<file path="config.mk">
export PLATFORM = sky130hd
export DESIGN_NAME = ifs_sequencer
export DESIGN_NICKNAME = d
export VERILOG_FILES = /design/src/rtl/ifs_pkg.sv /design/src/rtl/ifs_sequencer.sv
export SDC_FILE = /design/constraint.sdc
export NUM_CORES = 2
export LEC_CHECK = 0
export BUFFER_PORTS_ARGS = -buffer_cell sky130_fd_sc_hd__clkbuf_2
export CAP_MARGIN = 0
export CORE_ASPECT_RATIO = 0.75
export CORE_UTILIZATION = 48
export CTS_CLUSTER_DIAMETER = 80
export CTS_CLUSTER_SIZE = 30
export DETAILED_ROUTE_END_ITERATION = 8
export PLACE_DENSITY_LB_ADDON = 0.1
export SYNTH_ARGS = -nofsm -noshare
export SYNTH_HDL_FRONTEND = slang
export SYNTH_SLANG_ARGS = --single-unit
</file>
<file path="constraint.sdc">
create_clock -name CLK_I -period 8.9 [get_ports CLK_I]
set_input_delay 0.89 -clock CLK_I [delete_from_list [all_inputs] [get_ports CLK_I]]
set_output_delay 0.89 -clock CLK_I [all_outputs]
set_load 0.1 [all_outputs]
</file>
<file path="src/rtl/ifs_pkg.sv">
// Package for the instruction fetch sequencer: offsets, fields, reset values, types
package ifs_pkg;

  // ==========================================================================
  // Register offsets (byte addresses, word aligned)
  // ==========================================================================
  // Shadow offsets are register indices; the byte address is four times each
  localparam logic [7:0] OFS_ERR_STATUS_ONE = 8'h43;
  localparam logic [7:0] OFS_SCRATCH_B      = 8'h5c;
  localparam logic [7:0] OFS_SCRATCH_C      = 8'h60;
  localparam logic [7:0] OFS_MEM_RD_SEL     = 8'ha0;
  localparam logic [7:0] OFS_MEM_WR_SEL     = 8'ha4;
  localparam logic [7:0] OFS_FETCH_SEL      = 8'ha8;
  localparam logic [9:0] ADR_ERR_STATUS_ONE = {OFS_ERR_STATUS_ONE, 2'b00};
  localparam logic [9:0] ADR_SCRATCH_B      = {OFS_SCRATCH_B, 2'b00};
  localparam logic [9:0] ADR_SCRATCH_C      = {OFS_SCRATCH_C, 2'b00};
  // Sixteen scratch words, C to R
  localparam logic [9:0] ADR_SCRATCH_END    = ADR_SCRATCH_C + 10'h03c;
  localparam logic [9:0] ADR_MEM_RD_SEL     = {OFS_MEM_RD_SEL, 2'b00};
  localparam logic [9:0] ADR_MEM_WR_SEL     = {OFS_MEM_WR_SEL, 2'b00};
  localparam logic [9:0] ADR_FETCH_SEL      = {OFS_FETCH_SEL, 2'b00};
  localparam logic [9:0] ADR_PROG_PTR       = 10'h200;
  localparam logic [9:0] ADR_CONTROL        = 10'h204;
  localparam logic [9:0] ADR_STATUS         = 10'h208;
  localparam logic [9:0] ADR_CMD_COUNT      = 10'h20c;
  localparam logic [9:0] ADR_PTR_SAVE       = 10'h210;
  localparam logic [9:0] ADR_TEMP           = 10'h214;
  localparam logic [9:0] ADR_DATA_ADDR      = 10'h218;
  localparam logic [9:0] ADR_TEST_FOUR      = 10'h21c;

  // ==========================================================================
  // Field positions
  // ==========================================================================
  localparam int BIT_SHADOW_ACCESS = 4;
  localparam int BIT_SRC_IO        = 5;
  localparam int BIT_DST_IO        = 4;
  localparam int BIT_PAD_NO_CRC    = 5;
  localparam int BIT_FORCED_CRC    = 4;
  localparam int BIT_TIMING_SWITCH = 3;
  localparam int BIT_NO_FINAL_CRC  = 2;
  localparam int BIT_REPEAT_CRC    = 1;
  localparam logic [7:0] ERR_ONE_MASK = 8'h3e;

  // Opcode classes of the top byte
  localparam logic [1:0] OPC_BLOCK_MOVE = 2'h0;
  localparam logic [1:0] OPC_IO         = 2'h1;
  localparam logic [1:0] OPC_XFER_CTRL  = 2'h2;
  localparam logic [1:0] OPC_MEM_MOVE   = 2'h3;
  localparam logic [7:0] OPC_INTERRUPT  = 8'h98;

  // Interrupt causes in the status register
  localparam logic [1:0] CAUSE_NONE    = 2'h0;
  localparam logic [1:0] CAUSE_INT_OP  = 2'h1;
  localparam logic [1:0] CAUSE_ILLEGAL = 2'h2;
  localparam logic [1:0] CAUSE_ERROR   = 2'h3;

  // Reset values
  localparam logic [31:0] RST_WORD      = 32'h0000_0000;
  localparam logic [7:0]  RST_ERR_ONE   = 8'h00;
  localparam logic [31:0] RST_FETCH_SEL = 32'h0000_0000;
  localparam logic [15:0] RST_BURST_LEN = 16'h0004;

  localparam logic [31:0] INSN_WORD_BYTES = 32'h0000_0004;

  // ==========================================================================
  // Types
  // ==========================================================================
  typedef enum logic [3:0] {
    ST_IDLE, ST_FETCH, ST_DECODE, ST_EXTRA, ST_WAIT_FIFO, ST_BUS_REQ, ST_BURST, ST_HALT
  } ifs_state_t;

  typedef struct packed {
    logic        req;
    logic        from_ram;
    logic [31:0] addr;
  } ifs_fetch_req_t;

  typedef struct packed {
    logic        req;
    logic        to_mem;
    logic        io_space;
    logic [31:0] addr;
    logic [15:0] len;
  } ifs_burst_req_t;

endpackage

</file>
<file path="src/rtl/ifs_sequencer.sv">
// Instruction fetch and execute sequencer with its APB register file
`timescale 1ns/10ps
module ifs_sequencer #(
  parameter logic [31:0] RAM_BASE = 32'hffff_0000,
  parameter logic [31:0] RAM_MASK = 32'hffff_0000
) (
  input  wire logic                   CLK_I,
  input  wire logic                   RST_B_I,
  input  wire logic                   CE_I,
  input  wire logic                   PSEL_I,
  input  wire logic                   PENABLE_I,
  input  wire logic                   PWRITE_I,
  input  wire logic [9:0]             PADDR_I,
  input  wire logic [31:0]            PWDATA_I,
  output logic      [31:0]            PRDATA_O,
  output logic                        PREADY_O,
  output logic                        PSLVERR_O,
  output ifs_pkg::ifs_fetch_req_t     FETCH_O,
  input  wire logic                   FETCH_ACK_I,
  input  wire logic [31:0]            FETCH_DATA_I,
  input  wire logic                   FIFO_READY_I,
  output ifs_pkg::ifs_burst_req_t     BURST_O,
  input  wire logic                   BUS_GNT_I,
  input  wire logic                   BURST_DONE_I,
  input  wire logic                   HW_ERROR_I,
  input  wire logic [7:0]             CRC_FAULT_I,
  output logic                        HALTED_O,
  output logic                        IRQ_O
);

  // ==========================================================================
  // State
  // ==========================================================================
  typedef struct packed {
    ifs_pkg::ifs_state_t     st;
    logic [31:0]             prog_ptr;
    logic [31:0]             cmd_count;
    logic [31:0]             ptr_save;
    logic [31:0]             temp;
    logic [31:0]             data_addr;
    logic [1:0]              words_left;
    logic [1:0]              word_idx;
    logic [1:0]              cause;
    logic [7:0]              dma_mode;
    logic [15:0]             burst_len;
    logic [7:0]              test_four;
    logic                    low_level;
    logic [7:0]              err_one;
    logic [31:0]             scratch_b;
    logic [31:0]             mem_rd_sel;
    logic [31:0]             mem_wr_sel;
    logic [31:0]             fetch_sel;
    logic [31:0]             prdata;
    logic                    pready;
    logic                    pslverr;
    ifs_pkg::ifs_fetch_req_t fetch;
    ifs_pkg::ifs_burst_req_t burst;
    logic                    irq;
    logic                    halted;
  } ifs_regs_t;

  ifs_regs_t   r_q;
  ifs_regs_t   r_d;
  logic [31:0] scratch_q [16];
  logic        apb_acc;
  logic        apb_wr;
  logic        shadow_on;
  logic [3:0]  scr_idx;
  logic        scr_hit;
  logic [31:0] chunk;

  assign apb_acc   = PSEL_I && PENABLE_I && !r_q.pready;
  assign apb_wr    = apb_acc && PWRITE_I;
  assign shadow_on = r_q.test_four[ifs_pkg::BIT_SHADOW_ACCESS];
  assign scr_idx   = PADDR_I[5:2];
  assign scr_hit   = PADDR_I >= ifs_pkg::ADR_SCRATCH_C && PADDR_I <= ifs_pkg::ADR_SCRATCH_END;
  // Burst never exceeds the remaining count, so the count cannot wrap
  assign chunk     = ({8'h00, r_q.cmd_count[23:0]} < {16'h0000, r_q.burst_len}) ?
                     {8'h00, r_q.cmd_count[23:0]} : {16'h0000, r_q.burst_len};

  // ==========================================================================
  // Next state
  // ==========================================================================
  always_comb begin
    r_d         = r_q;
    r_d.pready  = 1'b0;
    r_d.pslverr = 1'b0;
    // Hardware set is applied after the write-one clear so the set wins
    if (apb_wr && PADDR_I == ifs_pkg::ADR_ERR_STATUS_ONE && shadow_on) begin
      r_d.err_one = r_q.err_one & ~PWDATA_I[7:0];
    end
    r_d.err_one = (r_d.err_one | CRC_FAULT_I) & ifs_pkg::ERR_ONE_MASK;
    if (apb_acc) begin
      r_d.pready = 1'b1;
      r_d.prdata = 32'h0000_0000;
      if (PWRITE_I) begin
        unique case (PADDR_I)
          ifs_pkg::ADR_ERR_STATUS_ONE: r_d.pslverr = !shadow_on;
          ifs_pkg::ADR_SCRATCH_B:   r_d.scratch_b  = PWDATA_I;
          ifs_pkg::ADR_MEM_RD_SEL:  r_d.mem_rd_sel = PWDATA_I;
          ifs_pkg::ADR_MEM_WR_SEL:  r_d.mem_wr_sel = PWDATA_I;
          ifs_pkg::ADR_FETCH_SEL:   r_d.fetch_sel  = PWDATA_I;
          ifs_pkg::ADR_CONTROL: begin
            r_d.dma_mode  = PWDATA_I[7:0];
            r_d.low_level = PWDATA_I[8];
            r_d.burst_len = (PWDATA_I[31:16] == 16'h0000) ? ifs_pkg::RST_BURST_LEN
                                                          : PWDATA_I[31:16];
          end
          ifs_pkg::ADR_TEST_FOUR:   r_d.test_four  = PWDATA_I[7:0];
          ifs_pkg::ADR_PROG_PTR:    r_d.pslverr = 1'b0;
          default: r_d.pslverr = !scr_hit;
        endcase
      end else begin
        unique case (PADDR_I)
          ifs_pkg::ADR_ERR_STATUS_ONE: begin
            r_d.prdata  = shadow_on ? {24'h0, r_q.err_one} : 32'h0;
            r_d.pslverr = !shadow_on;
          end
          ifs_pkg::ADR_SCRATCH_B:   r_d.prdata = r_q.scratch_b;
          ifs_pkg::ADR_MEM_RD_SEL:  r_d.prdata = r_q.mem_rd_sel;
          ifs_pkg::ADR_MEM_WR_SEL:  r_d.prdata = r_q.mem_wr_sel;
          ifs_pkg::ADR_FETCH_SEL:   r_d.prdata = r_q.fetch_sel;
          ifs_pkg::ADR_PROG_PTR:    r_d.prdata = r_q.prog_ptr;
          ifs_pkg::ADR_CONTROL:     r_d.prdata = {r_q.burst_len, 7'h0, r_q.low_level,
                                                  r_q.dma_mode};
          ifs_pkg::ADR_STATUS:      r_d.prdata = {24'h0, r_q.cause, r_q.st == ifs_pkg::ST_HALT,
                                                  1'b0, 4'(r_q.st)};
          ifs_pkg::ADR_CMD_COUNT:   r_d.prdata = r_q.cmd_count;
          ifs_pkg::ADR_PTR_SAVE:    r_d.prdata = r_q.ptr_save;
          ifs_pkg::ADR_TEMP:        r_d.prdata = r_q.temp;
          ifs_pkg::ADR_DATA_ADDR:   r_d.prdata = r_q.data_addr;
          ifs_pkg::ADR_TEST_FOUR:   r_d.prdata = {24'h0, r_q.test_four};
          default: begin
            r_d.prdata  = scr_hit ? scratch_q[scr_idx] : 32'h0;
            r_d.pslverr = !scr_hit;
          end
        endcase
      end
    end

    unique case (r_q.st)
      ifs_pkg::ST_IDLE: ;
      ifs_pkg::ST_FETCH: begin
        r_d.fetch.req      = 1'b1;
        r_d.fetch.addr     = r_q.prog_ptr;
        r_d.fetch.from_ram = (r_q.prog_ptr & RAM_MASK) == RAM_BASE;
        if (r_q.fetch.req && FETCH_ACK_I) begin
          r_d.fetch.req = 1'b0;
          r_d.prog_ptr  = r_q.prog_ptr + ifs_pkg::INSN_WORD_BYTES;
          unique case (r_q.word_idx)
            2'h0:    r_d.cmd_count = FETCH_DATA_I;
            2'h1:    r_d.ptr_save  = FETCH_DATA_I;
            default: r_d.temp      = FETCH_DATA_I;
          endcase
          r_d.word_idx = r_q.word_idx + 2'h1;
          // Memory moves take a third word: 12 bytes, else 8
          if (r_q.word_idx == 2'h2 ||
              (r_q.word_idx == 2'h1 && r_q.cmd_count[31:30] != ifs_pkg::OPC_MEM_MOVE)) begin
            r_d.st = ifs_pkg::ST_DECODE;
          end
        end
      end
      ifs_pkg::ST_DECODE: begin
        r_d.data_addr = r_q.ptr_save;
        r_d.word_idx  = 2'h0;
        if (HW_ERROR_I) begin
          r_d.st    = ifs_pkg::ST_HALT;
          r_d.cause = ifs_pkg::CAUSE_ERROR;
        end else if (r_q.cmd_count[31:24] == ifs_pkg::OPC_INTERRUPT) begin
          r_d.st    = ifs_pkg::ST_HALT;
          r_d.cause = ifs_pkg::CAUSE_INT_OP;
        end else if (r_q.cmd_count[31:30] == ifs_pkg::OPC_BLOCK_MOVE) begin
          // Indirect flag: one extra word holding the real data address
          r_d.words_left = r_q.cmd_count[29] ? 2'h1 : 2'h0;
          r_d.st = r_q.cmd_count[29] ? ifs_pkg::ST_EXTRA : ifs_pkg::ST_WAIT_FIFO;
        end else if (r_q.cmd_count[31:30] == ifs_pkg::OPC_IO && !r_q.cmd_count[27]) begin
          // Relative form fetches two words; other I/O needs none here
          r_d.words_left = r_q.cmd_count[26] ? 2'h2 : 2'h0;
          r_d.st = r_q.cmd_count[26] ? ifs_pkg::ST_EXTRA : ifs_pkg::ST_FETCH;
        end else if (r_q.cmd_count[31:30] == ifs_pkg::OPC_XFER_CTRL ||
                     r_q.cmd_count[31:30] == ifs_pkg::OPC_MEM_MOVE) begin
          r_d.st = ifs_pkg::ST_FETCH;
        end else begin
          r_d.st    = ifs_pkg::ST_HALT;
          r_d.cause = ifs_pkg::CAUSE_ILLEGAL;
        end
      end
      ifs_pkg::ST_EXTRA: begin
        r_d.fetch.req      = 1'b1;
        r_d.fetch.addr     = r_q.data_addr;
        r_d.fetch.from_ram = (r_q.data_addr & RAM_MASK) == RAM_BASE;
        if (r_q.fetch.req && FETCH_ACK_I) begin
          r_d.fetch.req   = 1'b0;
          r_d.data_addr   = (r_q.words_left == 2'h2) ? r_q.data_addr + ifs_pkg::INSN_WORD_BYTES
                                                     : FETCH_DATA_I;
          if (r_q.words_left == 2'h2) begin
            r_d.cmd_count[23:0] = FETCH_DATA_I[23:0];
          end
          r_d.words_left = r_q.words_left - 2'h1;
          if (r_q.words_left == 2'h1) begin
            r_d.st = (r_q.cmd_count[31:30] == ifs_pkg::OPC_BLOCK_MOVE) ?
                     ifs_pkg::ST_WAIT_FIFO : ifs_pkg::ST_FETCH;
          end
        end
      end
      ifs_pkg::ST_WAIT_FIFO: begin
        if (r_q.cmd_count[23:0] == 24'h0) begin
          r_d.st = ifs_pkg::ST_FETCH;
        end else if (HW_ERROR_I) begin
          r_d.st    = ifs_pkg::ST_HALT;
          r_d.cause = ifs_pkg::CAUSE_ERROR;
        end else if (FIFO_READY_I) begin
          r_d.st = ifs_pkg::ST_BUS_REQ;
        end
      end
      ifs_pkg::ST_BUS_REQ: begin
        r_d.burst.req      = 1'b1;
        r_d.burst.addr     = r_q.data_addr;
        r_d.burst.len      = chunk[15:0];
        // Opcode bit 24 set means data flows in from the storage bus
        r_d.burst.to_mem   = r_q.cmd_count[24];
        r_d.burst.io_space = r_q.cmd_count[24] ? r_q.dma_mode[ifs_pkg::BIT_DST_IO]
                                               : r_q.dma_mode[ifs_pkg::BIT_SRC_IO];
        if (r_q.burst.req && BUS_GNT_I) begin
          r_d.st = ifs_pkg::ST_BURST;
        end
      end
      ifs_pkg::ST_BURST: begin
        if (BURST_DONE_I) begin
          r_d.burst.req       = 1'b0;
          r_d.cmd_count[23:0] = r_q.cmd_count[23:0] - chunk[23:0];
          r_d.data_addr       = r_q.data_addr + chunk;
          r_d.st              = ifs_pkg::ST_WAIT_FIFO;
        end
      end
      ifs_pkg::ST_HALT: begin
        r_d.irq   = 1'b1;
        r_d.fetch.req = 1'b0;
        r_d.burst.req = 1'b0;
      end
      default: r_d.st = ifs_pkg::ST_IDLE;
    endcase

    // Pointer write comes last; with low_level clear it wins over the running sequence and the halt
    if (apb_wr && PADDR_I == ifs_pkg::ADR_PROG_PTR) begin
      // Low two bits are dropped: the host owes aligned addresses
      r_d.prog_ptr = {PWDATA_I[31:2], 2'b00};
      if (!r_q.low_level) begin
        r_d.st        = ifs_pkg::ST_FETCH;
        r_d.word_idx  = 2'h0;
        r_d.cause     = ifs_pkg::CAUSE_NONE;
        r_d.irq       = 1'b0;
        r_d.fetch.req = 1'b0;
        r_d.burst.req = 1'b0;
      end
    end
    r_d.halted = r_d.st == ifs_pkg::ST_HALT;
  end

  // ==========================================================================
  // Registers
  // ==========================================================================
  always_ff @(posedge CLK_I or negedge RST_B_I) begin
    if (!RST_B_I) begin
      r_q           <= '0;
      r_q.st        <= ifs_pkg::ST_IDLE;
      r_q.err_one   <= ifs_pkg::RST_ERR_ONE;
      r_q.fetch_sel <= ifs_pkg::RST_FETCH_SEL;
      r_q.burst_len <= ifs_pkg::RST_BURST_LEN;
    end else if (CE_I) begin
      r_q <= r_d;
    end
  end

  // Scratch array has no reset, as its contents are undefined at power-up
  always_ff @(posedge CLK_I) begin
    if (CE_I && apb_wr && scr_hit) begin
      scratch_q[scr_idx] <= PWDATA_I;
    end
  end

  assign PRDATA_O  = r_q.prdata;
  assign PREADY_O  = r_q.pready;
  assign PSLVERR_O = r_q.pslverr;
  assign FETCH_O   = r_q.fetch;
  assign BURST_O   = r_q.burst;
  assign HALTED_O  = r_q.halted;
  assign IRQ_O     = r_q.irq;
endmodule

</file>
Word level (Yosys, flattened, before mapping):

Memories as Yosys holds them, arrays and structs flattened.
Cells that the tools add are included.

* ROM bits: 0
* bits in latches: 0
* memory bits (writable): 512
* memories kept: 1
* word-level logic and storage cells: 214
* bits in registers: 457
* output and inout port bits: 121

Memories
* scratch_q: words 16, bits a word 32, read ports 1, clocked after memory_dff 0, write ports 1, RTL line ifs_sequencer.sv:64 `logic [31:0] scratch_q [16];`

* divide/modulo/power cells: 0
* $mul: 0
* reductions and logical operators: 51
* eq/ne operators: 40
* bitwise operators: 4
* multiplexer cells: 77
* add/sub/neg operators: 6
* shift-type cells: 0
* $lt $le $gt $ge: 3

Operators by type and width (number)
* $pmux 32 s13: 1
* $mux 32: 7
* $mux 132: 1
* $eq 10x10->1 const B: 11
* $mux 24: 4
* $pmux 32 s3: 1
* $pmux 24 s3: 1
* $pmux 33 s2: 1
* $add 32x3->32 const B: 2
* $mux 4: 15
* $mux 40: 1
* $reduce_and 4->1: 10
* $mux 36: 1
* $mux 34: 1
* $add 32x24->32: 1
* $eq 16x16->1 const B: 2
* $mux 2: 15
* $pmux 4 s7: 1
* $logic_not 24->1: 1
* $lt 24x16->1: 1
* $sub 24x24->24: 1
* $eq 10x9->1 const B: 2
* $eq 4x3->1 const B: 5
* $logic_not 16->1: 1
* 37 further kinds: 94

Longest topological paths before layout:

* depth in word-level cells: 11
* mapped depth: 21

Worst setup path before layout:

OpenSTA, ideal clock, no wires.

* path type: in2reg
* start point: input PADDR_I[2]
* end point: memory scratch_q[15][0] (enable)
* required time: 8399 ps
* slack: 3554 ps
* setup time: 501 ps
* stages: 6
* arrival: 4844 ps
* path buffers: 3
* path through: buf_2 -> buf_2 -> nand2_1 -> o311ai_1 -> buf_2 -> nor4_1

* word-level cells in the longest chain between the ends: 5
* elaborated cells between the ends (all ways): 6

RTL lines
* start, declared: RTL line ifs_sequencer.sv:13 `input wire logic [9:0] PADDR_I,`
* $ge 10x9->1 / $le 10x9->1 (equally long branches): RTL line ifs_sequencer.sv:76 `assign scr_hit = PADDR_I >= ifs_pkg::ADR_SCRATCH_C && PADDR_I <= ifs_pkg::ADR_SCRATCH_END;`
* $logic_and 1x1->1: RTL line ifs_sequencer.sv:76
* $logic_and 1x1->1: RTL line ifs_sequencer.sv:277 `if (CE_I && apb_wr && scr_hit) begin`
* $mux 1: RTL line ifs_sequencer.sv:277
* $mux 1 (not written as such): RTL line ifs_sequencer.sv:278 `scratch_q[scr_idx] <= PWDATA_I;`
* end, declared: RTL line ifs_sequencer.sv:64

Several ways; a longest one is shown, not always the timed one.

Final worst setup path:

* start point: register r_q[267] (netlist bit)
* end point: register r_q[413] (netlist bit)

* word-level cells in the longest chain between the ends: 5

RTL lines
* start, declared: RTL line ifs_sequencer.sv:62 `ifs_regs_t r_q;`
* start signal, assigned: RTL line ifs_sequencer.sv:271 `r_q <= r_d;`
* $lt 24x16->1: RTL line ifs_sequencer.sv:78 `assign chunk = ({8'h00, r_q.cmd_count[23:0]} < {16'h0000, r_q.burst_len}) ?`
* $mux 24: RTL line ifs_sequencer.sv:78
* named net chunk[0]: RTL line ifs_sequencer.sv:70 `logic [31:0] chunk;`
* $sub 24x24->24: RTL line ifs_sequencer.sv:231 `r_d.cmd_count[23:0] = r_q.cmd_count[23:0] - chunk[23:0];`
* $mux 24: RTL line ifs_sequencer.sv:229 `if (BURST_DONE_I) begin`
* $pmux 24 s3: RTL line ifs_sequencer.sv:141 `unique case (r_q.st)`

The timed path passes the listed nets, and every way through them passes these cells. The select of a mux whose other input is x is not followed.
A chain may end at the register's enable or synchronous reset.

==> impl_metrics.env <==
export IMPL_status="complete, but fails checks"
export IMPL_failed_checks="DRC"
export IMPL_clock_sinks=967
export IMPL_postCtsResizedCells=0
export IMPL_path_cells="inv_1, ha_1, a21boi_0, o21a_1, o21ai_0, a21oi_1, or3_1, a21oi_4, mux2_2, ha_1, nor2b_1, o21ai_0, a21boi_0, o21ai_0, a2111oi_0, o21ai_0, nand2_1, nor4_1, a311o_1"
export IMPL_vias=29600
export IMPL_hold_viol_final=0
export IMPL_io_buffers=210
export IMPL_setup_viol_count_final=0
export IMPL_start_kind="flip-flop"
export IMPL_p_per_area_nw_per_um2=245
export IMPL_rows=96
export IMPL_antenna_found_initial=9
export IMPL_nFillCells=7816
export IMPL_fin_cells=4612
export IMPL_slew_headroom=0.116
export IMPL_hpwl_um=90500
export IMPL_grt_max_degree=164
export IMPL_h_tree_depth=2
export IMPL_muxShareOfSynthArea=0.157
export IMPL_ys_seq_area_frac=0.593
export IMPL_criticalPathCategory="reg2reg"
export IMPL_ys_warn_count=0
export IMPL_arrival_ns=6.64
export IMPL_setup_ws_ns=2.80
export IMPL_placed_cells=4533
export IMPL_die_w_um=356
export IMPL_crit_required_ns=9.45
export IMPL_drtAntennaViolNets=0
export IMPL_power_leakage_nw=18.4
export IMPL_ios=214
export IMPL_synth_common_cells="edfxtp_1 (512), dfrtp_1 (454), mux2_2 (255)"
export IMPL_layout_nets=3511
export IMPL_synth_compound_area_frac=0.0991
export IMPL_die_area_um2=95200
export IMPL_grt_pass1_vias=28700
export IMPL_start_util=0.489
export IMPL_globalRoute_totalOverflow=0
export IMPL_finalCriticalPeriod_ns=6.10
export IMPL_min_period_over_period=0.685
export IMPL_synth_xor_area_frac=0.00951
export IMPL_peakVddDrop_mv=0.245
export IMPL_synth_edf_count=512
export IMPL_layout_drive_gt1_share=0.237
export IMPL_fin_tns_setup_ns=0
export IMPL_synth_area_top_cells="edfxtp_1 (34%), dfrtp_1 (25%), mux4_2 (8.0%)"
export IMPL_ys_types=83
export IMPL_drc=22
export IMPL_place_congestion=0.996
export IMPL_syn_area_um2=45100
export IMPL_cp_end_kind="flip-flop"
export IMPL_synth_top_family_by_area="multiplexers"
export IMPL_crit_top_cell="o21ai_0"
export IMPL_drt_wl_total_um=135000
export IMPL_critical_path_peak_fanout=16
export IMPL_async_flop_share=0.471
export IMPL_tightestPinTransition_ns=1.32
export IMPL_die_height_um=268
export IMPL_yosys_area_top_type="edfxtp_1"
export IMPL_first_pass_iters=9
export IMPL_synth_most_common_cell="edfxtp_1"
export IMPL_rsz0062_at_grt="false"
export IMPL_crit_path_top_delay_cell="a2111oi_0"
export IMPL_insertion_delay_ns=0.66
export IMPL_cts_buffers=42
export IMPL_synth_top_area_frac=0.341
export IMPL_synthAdderAreaFrac=0.0186
export IMPL_worst_path_largest_cell_delay_ns=0.99
export IMPL_synth_seq_cells=967
export IMPL_wl_per_cell_um=29.2
export IMPL_synthFlopType="edfxtp_1"
export IMPL_grt_pass1_wl_um=197000
export IMPL_grtUsageTotal=0.282
export IMPL_syn_avg_cell_area_um2=13.5
export IMPL_ctsHoldBuffers=0
export IMPL_drv_slew=0
export IMPL_tritoncts="yes"
export IMPL_pre_cts_ws_ns=3.12
export IMPL_area_delta_synth_final_pct=6.62
export IMPL_clk_pin_slew_ns=0.12
export IMPL_hold_path_class="in2async"
export IMPL_clock_path_buffers=3
export IMPL_cts_root_buf="clkbuf_16"
export IMPL_vias_per_cell=6.43
export IMPL_drtIter0Drc=4199
export IMPL_postCtsSetupRepairBufs=0
export IMPL_synth_simple_area_share=0.0779
export IMPL_final_util=0.522
export IMPL_drv_cap=0
export IMPL_whs_ns=0.314
export IMPL_fmax_ghz=0.164
export IMPL_syn_inst=3354
export IMPL_coreArea_um2=92200
export IMPL_skew_ns=0.0427
flip-flops by register name (all words and copies together) (netlist names):
signal,flops
scratch_q,512
r_q,334
BURST_O,51
FETCH_O,34
PRDATA_O,32
HALTED_O,1
IRQ_O,1
PREADY_O,1
PSLVERR_O,1
worst max-delay path: cells and delay by family (launching register included):
family                     cells  cell delay, ns
AOI/OAI and AO/OA             11            3.55
DFF                            1            0.53
and+or+nand+nor                4            0.83
muxes                          1            0.47
buffers and inverters          1            0.10
adders and majority gates      2            0.52
kinds of logic after synthesis:
| group | count (synthesis) |
|---|---|
| DFF | 967 |
| AOI/OAI and AO/OA | 672 |
| xor gates and xnor gates | 49 |
| muxes | 475 |
| and+or+nand+nor | 734 |
| buffers and inverters | 390 |
| other | 1 |
| adders and majority gates | 66 |
layer usage:
metal | track usage | vias up | routed length (µm)
li1 | - | 12700 | -
met1 | 0.421 | 15400 | 58700
met2 | 0.424 | 1414 | 60200
met3 | 0.0621 | 169 | 13000
met4 | 0.0535 | 10 | 2560
met5 | 0 | - | 69
final timing paths:
| kind | from | end | slack (ns) | cells past startpoint |
|---|---|---|---|---|
| worst min register to register | PRDATA_O[11] | PRDATA_O[11] | 0.49 | 2 |
| min in group CLK_I | CRC_FAULT_I[3] | r_q[252] | 0.48 | 2 |
| worst max-delay path | r_q[267] | r_q[413] | 2.80 | 19 |
| max in group asynchronous | RST_B_I | r_q[219] | 7.15 | 2 |
| worst min-delay path | RST_B_I | r_q[316] | 0.31 | 1 |
| worst max register to register | r_q[267] | r_q[413] | 2.80 | 19 |
layout by cell type, fill, tap and decap left out, types with 38 or more instances in the layout:
cell type	count
dfrtp_1	454
edfxtp_1	512
mux4_2	160
mux2i_1	58
clkbuf_16	45
clkbuf_2	205
inv_1	64
nor2_1	168
nand2_1	230
nand3_1	58
a222oi_1	59
buf_4	64
a21oi_1	132
nor3_1	45
ha_1	64
a22oi_1	38
mux2_2	255
o21ai_0	195
nand4_1	38
area by class of cell:
cell class	instances	area (µm²)	area share
Antenna cell	2	5.00	0.000104
Inverter	64	240	0.00499
Multi-Input combinational cell	2004	16600	0.345
Clock buffer	62	1200	0.0249
Clock inverter	15	205	0.00427
Tap cell	1225	1530	0.0319
Timing Repair Buffer	273	1570	0.0326
Sequential cell	967	26800	0.556
per-stage QoR:
step | instance area (µm²) | total power [mW]
3_3_place_gp | 46700 | 9.21
6_report | 48100 | 11.8
3_5_place_dp | 46700 | 9.28
4_1_cts | 48100 | 11.8
2_1_floorplan | 45100 | 8.42
5_1_grt | 48100 | 12.2
where the power goes:
group	switching [mW]	total, mW	leakage, nW	internal [mW]
registers	0.654	5.75	10.5	5.09
clock network	1.49	2.51	0.668	1.02
logic	2.51	3.52	7.23	1.01
Power figures use the tool's default switching activity.
